`config.mk`:
```
export PLATFORM = sky130hd
export DESIGN_NAME = acrb_top
export DESIGN_NICKNAME = d
export VERILOG_FILES = /design/src/design/acrb_pkg.sv /design/src/design/acrb_clkdiv.sv /design/src/design/acrb_top.sv
export VERILOG_INCLUDE_DIRS = /design/src /design/src/design
export SDC_FILE = /design/constraint.sdc
export NUM_CORES = 1
export LEC_CHECK = 0
export ABC_AREA = 1
export BUFFER_PORTS_ARGS = -buffer_cell sky130_fd_sc_hd__buf_2
export CAP_MARGIN = 15
export CORE_ASPECT_RATIO = 0.7
export CORE_UTILIZATION = 35
export DETAILED_ROUTE_END_ITERATION = 10
export PLACE_DENSITY = 0.57
export SLEW_MARGIN = 30
export SYNTH_ARGS = -nofsm -noshare
export SYNTH_HDL_FRONTEND = slang
export SYNTH_SLANG_ARGS = --single-unit
```
`constraint.sdc`:
```
create_clock -name CLK -period 3.1 [get_ports CLK]
set_clock_uncertainty 0.1 [all_clocks]
set_input_delay 0.62 -clock CLK [delete_from_list [all_inputs] [get_ports CLK]]
set_output_delay 0.62 -clock CLK [all_outputs]
set_load 0.005 [all_outputs]
```
`src/design/acrb_regs.svh`:
```
`ifndef ACRB_REGS_SVH
`define ACRB_REGS_SVH

`define ACRB_ADDR_W 5
`define ACRB_ADDR_RESULT_LO 5'h00
`define ACRB_ADDR_RESULT_HI 5'h01
`define ACRB_ADDR_RANGE 5'h02
`define ACRB_ADDR_CONV_CTRL 5'h03
`define ACRB_ADDR_GAIN_CHAN 5'h04

`define ACRB_RESET_BYTE 8'h00
`define ACRB_CTRL_FMT_BIT 5
`define ACRB_CTRL_RBM_HI 3
`define ACRB_CTRL_RBM_LO 2
`define ACRB_CTRL_DIV_HI 1
`define ACRB_CTRL_DIV_LO 0
`define ACRB_GC_BUSY_BIT 7
`define ACRB_GC_GAIN_HI 6
`define ACRB_GC_GAIN_LO 4
`define ACRB_GC_CHAN_HI 3
`define ACRB_GC_CHAN_LO 0
`define ACRB_RANGE_W 6
`define ACRB_RESULT_W 12

`define ACRB_RBM_EXPLICIT 2'h0
`define ACRB_RBM_HIGH_FIRST 2'h1
`define ACRB_RBM_LOW_FIRST 2'h2
`define ACRB_RBM_HIGH_ONLY 2'h3

`define ACRB_START_FALLS 2'h2

`endif

```
`src/design/acrb_pkg.sv`:
```
package acrb_pkg;

    typedef logic [2:0] acrb_gain_t;
    typedef logic [3:0] acrb_chan_t;

    typedef enum logic [2:0] {
        CV_IDLE = 3'b001,
        CV_ARM = 3'b010,
        CV_RUN = 3'b100
    } acrb_conv_state_t;

    typedef enum logic [2:0] {
        RB_IDLE = 3'b001,
        RB_FIRST = 3'b010,
        RB_SECOND = 3'b100
    } acrb_rb_state_t;

endpackage : acrb_pkg

```
`src/design/acrb_clkdiv.sv`:
```
`timescale 1ns/1ps
`include "acrb_regs.svh"

module acrb_clkdiv (
    input wire logic clk,
    input wire logic rst_n,
    input wire logic converter_clock_in_sync,
    input wire logic [1:0] div_sel,
    output logic divided_conv_clock,
    output logic divided_conv_clock_fall
);
    import acrb_pkg::*;

    logic converter_clock_in_d_r;
    logic [3:0] edge_cnt_r;
    logic [3:0] edge_cnt_nxt;
    logic divided_conv_clock_r;
    logic divided_conv_clock_nxt;
    logic fall_r;
    logic fall_nxt;

    // Each converter clock edge is a half period; counter bit k halves k times
    always_comb begin
        edge_cnt_nxt = edge_cnt_r;
        if (converter_clock_in_sync != converter_clock_in_d_r) begin
            edge_cnt_nxt = 4'(edge_cnt_r + 4'h1);
        end
        if (div_sel == 2'h0) begin
            divided_conv_clock_nxt = converter_clock_in_sync;
        end else begin
            divided_conv_clock_nxt = edge_cnt_nxt[div_sel];
        end
        fall_nxt = divided_conv_clock_r & ~divided_conv_clock_nxt;
    end

    always_ff @(posedge clk or negedge rst_n) begin
        if (!rst_n) begin
            converter_clock_in_d_r <= 1'b0;
            edge_cnt_r <= 4'h0;
            divided_conv_clock_r <= 1'b0;
            fall_r <= 1'b0;
        end else begin
            converter_clock_in_d_r <= converter_clock_in_sync;
            edge_cnt_r <= edge_cnt_nxt;
            divided_conv_clock_r <= divided_conv_clock_nxt;
            fall_r <= fall_nxt;
        end
    end

    assign divided_conv_clock = divided_conv_clock_r;
    assign divided_conv_clock_fall = fall_r;

endmodule : acrb_clkdiv

```
`src/design/acrb_top.sv`:
```
`timescale 1ns/1ps
`include "acrb_regs.svh"

module acrb_top #(
    parameter int RESULT_W = `ACRB_RESULT_W
) (
    input wire logic CLK,
    input wire logic RESETN,
    input wire logic [`ACRB_ADDR_W-1:0] REG_ADDR,
    input wire logic REG_WR,
    input wire logic [7:0] REG_WDATA,
    input wire logic REG_RD,
    output logic [7:0] REG_RDATA,
    input wire logic DIRECT_START,
    input wire logic [7:0] DIRECT_BYTE,
    input wire logic CONVERTER_CLOCK_IN,
    input wire logic [RESULT_W-1:0] SAR_RESULT,
    input wire logic SAR_DONE,
    input wire logic [`ACRB_RANGE_W-1:0] RANGE_CMP,
    output logic DIVIDED_CONV_CLOCK,
    output logic CONV_START,
    output logic CONV_BUSY,
    output acrb_pkg::acrb_gain_t GAIN_CODE,
    output logic [4:0] GAIN_FACTOR,
    output acrb_pkg::acrb_chan_t CHANNEL_CODE,
    output logic SINGLE_ENDED_SEL,
    output logic POLARITY_SWAP,
    output logic [7:0] POS_LINE_SEL,
    output logic [7:0] NEG_LINE_SEL,
    output logic OUTPUT_FORMAT_SEL,
    output logic OVER_RANGE_FLAG,
    output logic READBACK_VALID,
    output logic [7:0] READBACK_DATA
);
    import acrb_pkg::*;

    if (RESULT_W != `ACRB_RESULT_W) begin : g_bad_width
        $error("acrb_top: result width must be 12");
    end

    // Reset release synchroniser
    logic rst_s1_r;
    logic rst_s2_r;
    logic rst_n;

    always_ff @(posedge CLK or negedge RESETN) begin
        if (!RESETN) begin
            rst_s1_r <= 1'b0;
            rst_s2_r <= 1'b0;
        end else begin
            rst_s1_r <= 1'b1;
            rst_s2_r <= rst_s1_r;
        end
    end
    assign rst_n = rst_s2_r;

    // Pin synchronisers: converter clock and analog comparator levels
    logic converter_clock_in_s1_r;
    logic converter_clock_in_s2_r;
    logic [`ACRB_RANGE_W-1:0] cmp_s1_r;
    logic [`ACRB_RANGE_W-1:0] cmp_s2_r;

    always_ff @(posedge CLK or negedge rst_n) begin
        if (!rst_n) begin
            converter_clock_in_s1_r <= 1'b0;
            converter_clock_in_s2_r <= 1'b0;
            cmp_s1_r <= '0;
            cmp_s2_r <= '0;
        end else begin
            converter_clock_in_s1_r <= CONVERTER_CLOCK_IN;
            converter_clock_in_s2_r <= converter_clock_in_s1_r;
            cmp_s1_r <= RANGE_CMP;
            cmp_s2_r <= cmp_s1_r;
        end
    end

    // Register state
    logic fmt_r, fmt_nxt;
    logic [1:0] rbm_r, rbm_nxt;
    logic [1:0] div_r, div_nxt;
    acrb_gain_t gain_r, gain_nxt;
    acrb_chan_t chan_r, chan_nxt;
    logic [RESULT_W-1:0] result_r, result_nxt;
    logic [`ACRB_RANGE_W-1:0] range_r, range_nxt;
    logic [7:0] rdata_r, rdata_nxt;
    logic start_req;

    // Conversion sequencer state
    acrb_conv_state_t cv_r, cv_nxt;
    logic [1:0] falls_r, falls_nxt;
    logic start_r, start_nxt;
    logic busy_r, busy_nxt;

    // Read-back state
    acrb_rb_state_t rb_r, rb_nxt;
    logic rb_low_first_r, rb_low_first_nxt;
    logic rb_valid_r, rb_valid_nxt;
    logic [7:0] rb_data_r, rb_data_nxt;

    // Decoded from the next codes so they move together with the code outputs
    logic [4:0] gfac_r, gfac_nxt;
    logic [7:0] pos_r, pos_nxt;
    logic [7:0] neg_r, neg_nxt;
    logic swap_r, swap_nxt;
    logic ovr_r, ovr_nxt;

    logic divided_conv_clock, divided_conv_clock_fall;
    logic [7:0] byte_hi, byte_lo;

    acrb_clkdiv u_clkdiv (
        .clk(CLK),
        .rst_n(rst_n),
        .converter_clock_in_sync(converter_clock_in_s2_r),
        .div_sel(div_r),
        .divided_conv_clock(divided_conv_clock),
        .divided_conv_clock_fall(divided_conv_clock_fall)
    );

    assign byte_hi = result_r[RESULT_W-1 -: 8];
    assign byte_lo = {result_r[3:0], 3'h0, |range_r};

    // Register writes and result capture
    always_comb begin
        fmt_nxt = fmt_r;
        rbm_nxt = rbm_r;
        div_nxt = div_r;
        gain_nxt = gain_r;
        chan_nxt = chan_r;
        result_nxt = result_r;
        range_nxt = range_r;
        start_req = 1'b0;
        // Writes to 0, 1 and 2 fall through untouched
        if (REG_WR && REG_ADDR == `ACRB_ADDR_CONV_CTRL) begin
            fmt_nxt = REG_WDATA[`ACRB_CTRL_FMT_BIT];
            rbm_nxt = REG_WDATA[`ACRB_CTRL_RBM_HI:`ACRB_CTRL_RBM_LO];
            div_nxt = REG_WDATA[`ACRB_CTRL_DIV_HI:`ACRB_CTRL_DIV_LO];
        end else if (REG_WR && REG_ADDR == `ACRB_ADDR_GAIN_CHAN) begin
            gain_nxt = REG_WDATA[`ACRB_GC_GAIN_HI:`ACRB_GC_GAIN_LO];
            chan_nxt = REG_WDATA[`ACRB_GC_CHAN_HI:`ACRB_GC_CHAN_LO];
            start_req = REG_WDATA[`ACRB_GC_BUSY_BIT];
        end
        // Direct start wins over a same-cycle register write
        if (DIRECT_START) begin
            gain_nxt = DIRECT_BYTE[`ACRB_GC_GAIN_HI:`ACRB_GC_GAIN_LO];
            chan_nxt = DIRECT_BYTE[`ACRB_GC_CHAN_HI:`ACRB_GC_CHAN_LO];
            start_req = 1'b1;
        end
        if (cv_r == CV_RUN && SAR_DONE) begin
            // Core delivers two's complement; flipping the sign gives offset binary
            if (fmt_r) begin
                result_nxt = {~SAR_RESULT[RESULT_W-1], SAR_RESULT[RESULT_W-2:0]};
            end else begin
                result_nxt = SAR_RESULT;
            end
            range_nxt = cmp_s2_r;
        end
        ovr_nxt = |range_nxt;
    end

    // Start sequencer: wait two divided-clock falls, then run until done
    always_comb begin
        cv_nxt = cv_r;
        falls_nxt = falls_r;
        start_nxt = 1'b0;
        case (cv_r)
            CV_IDLE: begin
                if (start_req) begin
                    cv_nxt = CV_ARM;
                    falls_nxt = 2'h0;
                end
            end
            CV_ARM: begin
                if (divided_conv_clock_fall) begin
                    falls_nxt = 2'(falls_r + 2'h1);
                    if (2'(falls_r + 2'h1) == `ACRB_START_FALLS) begin
                        cv_nxt = CV_RUN;
                        start_nxt = 1'b1;
                    end
                end
            end
            CV_RUN: begin
                if (SAR_DONE) begin
                    cv_nxt = CV_IDLE;
                end
            end
            default: begin
                cv_nxt = CV_IDLE;
            end
        endcase
        busy_nxt = (cv_nxt != CV_IDLE);
    end

    // Automatic read-back after each finished conversion
    always_comb begin
        rb_nxt = rb_r;
        rb_low_first_nxt = rb_low_first_r;
        rb_valid_nxt = 1'b0;
        rb_data_nxt = rb_data_r;
        case (rb_r)
            RB_IDLE: begin
                if (cv_r == CV_RUN && SAR_DONE && rbm_r != `ACRB_RBM_EXPLICIT) begin
                    rb_nxt = (rbm_r == `ACRB_RBM_HIGH_ONLY) ? RB_SECOND : RB_FIRST;
                    // High-only sets this too, so the second state sends the high byte
                    rb_low_first_nxt = rbm_r[1];
                end
            end
            RB_FIRST: begin
                rb_valid_nxt = 1'b1;
                rb_data_nxt = rb_low_first_r ? byte_lo : byte_hi;
                rb_nxt = RB_SECOND;
            end
            RB_SECOND: begin
                rb_valid_nxt = 1'b1;
                rb_data_nxt = rb_low_first_r ? byte_hi : byte_lo;
                rb_low_first_nxt = 1'b0;
                rb_nxt = RB_IDLE;
            end
            default: begin
                rb_nxt = RB_IDLE;
            end
        endcase
    end

    // Register read port
    always_comb begin
        rdata_nxt = rdata_r;
        if (REG_RD) begin
            if (REG_ADDR == `ACRB_ADDR_RESULT_LO) begin
                rdata_nxt = byte_lo;
            end else if (REG_ADDR == `ACRB_ADDR_RESULT_HI) begin
                rdata_nxt = byte_hi;
            end else if (REG_ADDR == `ACRB_ADDR_RANGE) begin
                rdata_nxt = {2'h0, range_r};
            end else if (REG_ADDR == `ACRB_ADDR_CONV_CTRL) begin
                rdata_nxt = {2'h0, fmt_r, 1'b0, rbm_r, div_r};
            end else if (REG_ADDR == `ACRB_ADDR_GAIN_CHAN) begin
                rdata_nxt = {busy_r, gain_r, chan_r};
            end else begin
                rdata_nxt = `ACRB_RESET_BYTE;
            end
        end
    end

    // Gain and input routing decode
    always_comb begin
        case (gain_nxt)
            3'h0: gfac_nxt = 5'h01;
            3'h1: gfac_nxt = 5'h02;
            3'h2: gfac_nxt = 5'h04;
            3'h3: gfac_nxt = 5'h05;
            3'h4: gfac_nxt = 5'h08;
            3'h5: gfac_nxt = 5'h0A;
            3'h6: gfac_nxt = 5'h10;
            default: gfac_nxt = 5'h14;
        endcase
        pos_nxt = 8'h00;
        neg_nxt = 8'h00;
        swap_nxt = chan_nxt[2] & ~chan_nxt[3];
        if (chan_nxt[3]) begin
            // Single-ended: negative side is system ground
            pos_nxt[chan_nxt[2:0]] = 1'b1;
        end else if (chan_nxt[2]) begin
            pos_nxt[{chan_nxt[1:0], 1'b1}] = 1'b1;
            neg_nxt[{chan_nxt[1:0], 1'b0}] = 1'b1;
        end else begin
            pos_nxt[{chan_nxt[1:0], 1'b0}] = 1'b1;
            neg_nxt[{chan_nxt[1:0], 1'b1}] = 1'b1;
        end
    end

    always_ff @(posedge CLK or negedge rst_n) begin
        if (!rst_n) begin
            fmt_r <= 1'b0;
            rbm_r <= `ACRB_RBM_EXPLICIT;
            div_r <= 2'h0;
            gain_r <= 3'h0;
            chan_r <= 4'h0;
            result_r <= '0;
            range_r <= '0;
            rdata_r <= `ACRB_RESET_BYTE;
            cv_r <= CV_IDLE;
            falls_r <= 2'h0;
            start_r <= 1'b0;
            rb_r <= RB_IDLE;
            rb_low_first_r <= 1'b0;
            rb_valid_r <= 1'b0;
            rb_data_r <= 8'h00;
            gfac_r <= 5'h01;
            pos_r <= 8'h01;
            neg_r <= 8'h02;
            busy_r <= 1'b0;
            swap_r <= 1'b0;
            ovr_r <= 1'b0;
        end else begin
            fmt_r <= fmt_nxt;
            rbm_r <= rbm_nxt;
            div_r <= div_nxt;
            gain_r <= gain_nxt;
            chan_r <= chan_nxt;
            result_r <= result_nxt;
            range_r <= range_nxt;
            rdata_r <= rdata_nxt;
            cv_r <= cv_nxt;
            falls_r <= falls_nxt;
            start_r <= start_nxt;
            rb_r <= rb_nxt;
            rb_low_first_r <= rb_low_first_nxt;
            rb_valid_r <= rb_valid_nxt;
            rb_data_r <= rb_data_nxt;
            gfac_r <= gfac_nxt;
            pos_r <= pos_nxt;
            neg_r <= neg_nxt;
            busy_r <= busy_nxt;
            swap_r <= swap_nxt;
            ovr_r <= ovr_nxt;
        end
    end

    assign REG_RDATA = rdata_r;
    assign DIVIDED_CONV_CLOCK = divided_conv_clock;
    assign CONV_START = start_r;
    assign CONV_BUSY = busy_r;
    assign GAIN_CODE = gain_r;
    assign GAIN_FACTOR = gfac_r;
    assign CHANNEL_CODE = chan_r;
    assign SINGLE_ENDED_SEL = chan_r[3];
    assign POLARITY_SWAP = swap_r;
    assign POS_LINE_SEL = pos_r;
    assign NEG_LINE_SEL = neg_r;
    assign OUTPUT_FORMAT_SEL = fmt_r;
    assign OVER_RANGE_FLAG = ovr_r;
    assign READBACK_VALID = rb_valid_r;
    assign READBACK_DATA = rb_data_r;

endmodule : acrb_top

```
== After elaboration in Yosys (flattened, before gate mapping) ==
Cells that the tools add are included.

* Register bits after elaboration: 104
* Latch bits: 0
* Memory bits (writable): 0
* Bits in read-only memories: 0
* Input port bits: 46
* Word-level logic and storage cells: 138
* Memories: 0

* Add/sub/neg operators: 2
* Multiply operators: 0
* Div/mod/pow operators: 0
* Magnitude comparators: 7
* Equality and inequality tests: 23
* Shift-type cells: 0
* Multiplexer cells: 51
* Bitwise operators: 5
* Reduce and logical (&&, ||, !) cells: 19

{| class="wikitable"
|+ Operators by type and width
! operator !! number
|-
| 8-bit 2-to-1 mux || 11
|-
| 5-bit case mux with 7 select lines || 1
|-
| 3-bit 2-to-1 mux || 9
|-
| 4-bit 2-to-1 mux || 4
|-
| 8-bit case mux with 2 select lines || 1
|-
| 3-bit equality test (second input constant) || 5
|-
| 1-bit 2-to-1 mux || 13
|-
| 3-bit by 2-bit equality test with 1-bit output (second input constant) || 4
|-
| 3-bit by 4-bit less-than comparator with 1-bit output (second input constant) || 3
|-
| 12-bit 2-to-1 mux || 1
|-
| 6-bit OR reduction || 2
|-
| 5-bit by 2-bit equality test with 1-bit output (second input constant) || 2
|-
| 3-bit by 1-bit equality test with 1-bit output (second input constant) || 3
|-
| 3-bit by 1-bit >= comparator with 1-bit output (second input constant) || 3
|-
| 3-bit case mux with 3 select lines || 1
|-
| 2-bit nonzero test || 4
|-
| 1-bit logical AND || 7
|-
| 6-bit 2-to-1 mux || 1
|-
| 3-bit case mux with 2 select lines || 1
|-
| 5-bit by 1-bit equality test with 1-bit output (second input constant) || 1
|-
| 5-bit by 3-bit equality test with 1-bit output (second input constant) || 1
|-
| 5-bit zero test || 1
|-
| 4-bit by 1-bit adder with 4-bit output (second input constant) || 1
|-
| 1-bit demux with 2-bit select || 2
|-
| 19 further kinds || 25
|}

== Logic depth before layout (Yosys ltp) ==
* Depth after elaboration: 11
* Depth in mapped cells: 11
* Gate-level depth less buffers: 11

== Hierarchy ==
From an unflattened synthesis, not the netlist that was laid out.

* Cell total of the unflattened synthesis: 486
* Area total of the unflattened synthesis: 4448.0 µm²

{| class="wikitable"
|+ By module, submodules not included
! module !! instances !! cells an instance !! area an instance (µm²) !! seq. area each (µm²)
|-
| acrb_top || 1 || 443 || 4076.4 || 2433.6
|-
| acrb_clkdiv || 1 || 43 || 371.6 || 175.2
|}

== Least setup slack after synthesis ==
No wires, ideal clock.

* Path type: input to register
* From: in REG_ADDR[1]
* To: reg pos_r[2] (netlist: POS_LINE_SEL[2])
* Setup time: 66 ps
* Arrival time: 1532 ps
* Required time: 2934 ps
* Setup slack: 1402 ps
* Stages on the path: 9
* Cell sequence: nor2_4 nand2_2 nor2_4 nand3_1 nand3_1 nand2_2 nor2_2 nand3_1 nand2_1

* Longest elaborated chain between the ends: 11
* Elaborated cells on any way between the ends: 19

{| class="wikitable"
|+ RTL lines
! element !! line !! source
|-
| from (decl) || acrb_top.sv:9 || <nowiki>input wire logic [`ACRB_ADDR_W-1:0] REG_ADDR,</nowiki>
|-
| 5-bit by 3-bit equality test with 1-bit output (no line) || n/a ||
|-
| 1-bit logical AND (no line) || n/a ||
|-
| 4-bit 2-to-1 mux || acrb_top.sv:137 || <nowiki>end else if (REG_WR && REG_ADDR == `ACRB_ADDR_GAIN_CHAN) begin</nowiki>
|-
| 4-bit 2-to-1 mux (*) || acrb_top.sv:133 || <nowiki>if (REG_WR && REG_ADDR == `ACRB_ADDR_CONV_CTRL) begin</nowiki>
|-
| 4-bit 2-to-1 mux (*) || acrb_top.sv:143 || <nowiki>if (DIRECT_START) begin</nowiki>
|-
| 3-bit by 4-bit less-than comparator with 1-bit output (not written as such) / 3-bit by 1-bit >= comparator with 1-bit output (equally long branches) || acrb_top.sv:266 || <nowiki>pos_nxt[{chan_nxt[1:0], 1'b0}] = 1'b1;</nowiki>
|-
| 1-bit logical AND (not written as such) || acrb_top.sv:266 ||
|-
| 1-bit 2-to-1 mux (not written as such) || acrb_top.sv:266 ||
|-
| 1-bit demux with 2-bit select || acrb_top.sv:266 ||
|-
| 8-bit 2-to-1 mux || acrb_top.sv:262 || <nowiki>end else if (chan_nxt[2]) begin</nowiki>
|-
| 8-bit 2-to-1 mux (*) || acrb_top.sv:259 || <nowiki>if (chan_nxt[3]) begin</nowiki>
|-
| net pos_nxt[2] || acrb_top.sv:102 || <nowiki>logic [7:0] pos_r, pos_nxt;</nowiki>
|-
| to (signal assigned) || acrb_top.sv:311 || <nowiki>pos_r <= pos_nxt;</nowiki>
|-
| to (decl) || acrb_top.sv:102 ||
|}

The timed path passes the listed nets; every way through them passes the cells marked *.
A chain may end at the register's enable or synchronous reset.

== Worst setup path after layout ==
* From: reg rb_r[0]
* To: reg rb_data_r[7] (netlist: READBACK_DATA[7])

* Longest elaborated chain between the ends: 2
* Elaborated cells on any way between the ends: 4

{| class="wikitable"
|+ RTL lines
! element !! line !! source
|-
| from (decl) || acrb_top.sv:95 || <nowiki>acrb_rb_state_t rb_r, rb_nxt;</nowiki>
|-
| from (signal assigned) || acrb_top.sv:306 || <nowiki>rb_r <= rb_nxt;</nowiki>
|-
| 3-bit equality test / 3-bit by 2-bit equality test with 1-bit output (equally long branches) || acrb_top.sv:199 || <nowiki>case (rb_r)</nowiki>
|-
| 8-bit case mux with 2 select lines / 2-bit nonzero test (equally long branches) || n/a ||
|-
| to (signal assigned) || acrb_top.sv:309 || <nowiki>rb_data_r <= rb_data_nxt;</nowiki>
|-
| to (decl) || acrb_top.sv:98 || <nowiki>logic [7:0] rb_data_r, rb_data_nxt;</nowiki>
|}

Parallel ways exist; a longest one is shown, timed or not.

==> out/results.tsv <==
metric	value	unit
outcome	finished, final reports clean	
cp.required	3.21	ns
synth-edff-count	0	
path_buf_inv	2	
coreArea	11900	um^2
dieHeight	95.2	um
power	3190	uW
ys_ff_latch	104	
cp_top_family	XOR/XNOR gates	
final_util	44.8	%
synth.avg_cell_area	9.32	um^2
netlist_top_cells_count	nand2_1, dfrtp_1, inv_1, o21ai_0, nor2_1	
setup_ws	1.07	ns
dpl_cell_area	5010	um^2
nNetsFinal	617	
start_util	36.5	%
r2r_cells	6	
cellLeakagePower	0.00280	uW
gp_congestion	0.811	
io_buffers	96	
grt_pass1_vias	3296	
postCtsResizedCells	0	
io_pins	98	
arrival	2.14	ns
async_reset_ff_share	100	%
slowest_delay	0.66	ns
cellPowerDensity	600	nW/um^2
syn_area	4350	um^2
drive_gt1_share	26.5	%
synth_warnings	0	
die_area	12900	um^2
startpoint_type	flip-flop	
die_w	135	um
cts_buffers	9	
period_share	65.3	%
crit_chain	inv_1 > nand3_1 > xor2_1 > inv_1 > nand2_1 > a31oi_1	
vias	3398	
fin_area	5320	um^2
path_depth	6	
clkSlewWorstSetupHoldPaths	0.07	ns
clock_sinks	104	
holdPathStages	0	
rsz0062_at_grt	false	
cts_max_level	3	
max_freq	0.494	GHz
synth.most_common_cell	nand2_1	
cap_violations	0	
drcViolationCount	0	
nFillCells	1178	
irDropWorstVdd	0.389	mV
grt.overflow.total	0	
postCtsSetupBuffers	0	
min_path_type	flip-flop to flip-flop	
dp_hpwl	7470	um
path_class	flip-flop to flip-flop	
wirelength	10000	um
rows	33	
via_per_inst	4.65	
post_drt_wl_per_cell	13.7	um
setup_viol	0	
period_needed	2.03	ns
crit_fanout	11	
ys_types	37	
drtPass1Iterations	4	
syn_nets	514	
cts_hold_buf	1	
report.final.slew_viol_count	0	
ant_nets	0	
cp-end-kind	flip-flop	
maxSlewHeadroom	47.5	%
clk_latency	0.34	ns
cts-root-buf	clkbuf_16	
yosysTopAreaCellShare	57.0	%
syn_to_final_growth	22.5	%
grt_antenna_before_repair	0	
ys_seq_area_share	60.0	%
grt_max_degree	53	
grt_use_total	16.6	%
synth-main-ff-cell	dfrtp_1	
fin_setup_tns	0	ns
drt_iter0_drc	166	
dp_slack	1.04	ns
finalHoldViolations	0	
worst_slew_pin_slew	0.785	ns
cts_tree	built	
antenna_cells	0	
syn_inst	466	
cp_common_cell	inv_1	
synth_largest_area_cell	dfrtp_1	
cp_slowest_cell	xor2_1	
clock_path_buffers	2	
grt_pass1_wl	16200	um
synthTopCellsByArea	dfrtp_1, nand2_1, inv_1	
report_power, final:
part	internal (uW)	switching, uW
Clock	636	524
Combinational	167	254
Sequential	1510	105
Total	2310	883
path summary, 6_finish.rpt:
check,endpoint,slack (ns),startpoint
min in group asynchronous,range_r[5],0.27,rst_n
worst min register to register,cmp_s2_r[0],0.25,cmp_s1_r[0]
max in group asynchronous,cv_r[0],1.80,rst_n
worst max register to register,READBACK_DATA[7],1.07,rb_r[0]
worst min-delay path,cmp_s2_r[0],0.25,cmp_s1_r[0]
worst max-delay path,READBACK_DATA[7],1.07,rb_r[0]
layout make-up:
| type | count | area [um^2] | share of cell area, % |
|---|---|---|---|
| well taps | 157 | 196 | 3.69 |
| clock inverters | 7 | 80.1 | 1.50 |
| flip-flops and latches | 104 | 2610 | 49.1 |
| repair buffers | 100 | 513 | 9.64 |
| inverters | 60 | 225 | 4.23 |
| clock buffers | 9 | 225 | 4.23 |
| multi-input cells | 294 | 1470 | 27.6 |
per-stage QoR:
step	hold slack, ns	std cells
floorplan	0.224	466
finish	0.252	731
global route	0.259	731
detailed placement	0.239	714
CTS	0.254	731
global placement	0.233	714
flip-flops by register name, summed over array words and instances (netlist names), 2 cells and up:
signal and count:
result_r 12, NEG_LINE_SEL 8, cv_r 3, READBACK_DATA 8
CHANNEL_CODE 4, u_clkdiv.edge_cnt_r 4, POS_LINE_SEL 8, REG_RDATA 8
GAIN_CODE 3, rb_r 3, range_r 6, rbm_r 2
falls_r 2, GAIN_FACTOR 5, cmp_s1_r 6, cmp_s2_r 6
div_r 2
placed cells by master, fill, tap and decap left out, types with 3 or more instances in the layout:
master	Yosys	routed
nand2_1	107	107
dfrtp_1	99	98
buf_2	4	96
inv_1	55	55
o21ai_0	37	37
nor2_1	30	30
nand3_1	25	25
a21oi_1	21	21
nand4_1	14	14
clkbuf_16	0	9
o21ai_1	8	8
nand2_2	7	7
nor3_1	6	6
dfstp_2	5	5
or2_2	5	5
a31oi_1	5	5
inv_2	4	4
nor2_4	4	4
nor2_2	4	4
xnor2_1	3	3
buf_4	1	3
logic make-up (layout without fill, tap and decap cells):
group           Yosys count  count (layout)  synth area share [%]
simple gates            210             210                  23.1
fa+ha+maj                 2               2                 0.576
flops                   104             104                  60.0
other cells               1               1                0.0863
xor+xnor                  5               5                  1.01
buf+inv                  68             176                  6.10
compound gates           76              76                  9.13
worst reg2reg max path, delay by kind of cell, from the launching register on:
kind                      cells  cell delay (ns)
AOI/OAI and AO/OA             1             0.08
and+or+nand+nor               2             0.30
xor gates and xnor gates      1             0.66
buffers and inverters         2             0.24
DFF                           1             0.53
layer usage:
metal,part of all wire [%],vias up,GRT usage [%]
met1,50,1605,23.1
met3,4.4,9,3.88
met5,0,-,0
met4,1.1,0,5.62
li1,-,1707,-
met2,45,77,25.6
No activity file was read; power rests on OpenSTA's default activity.
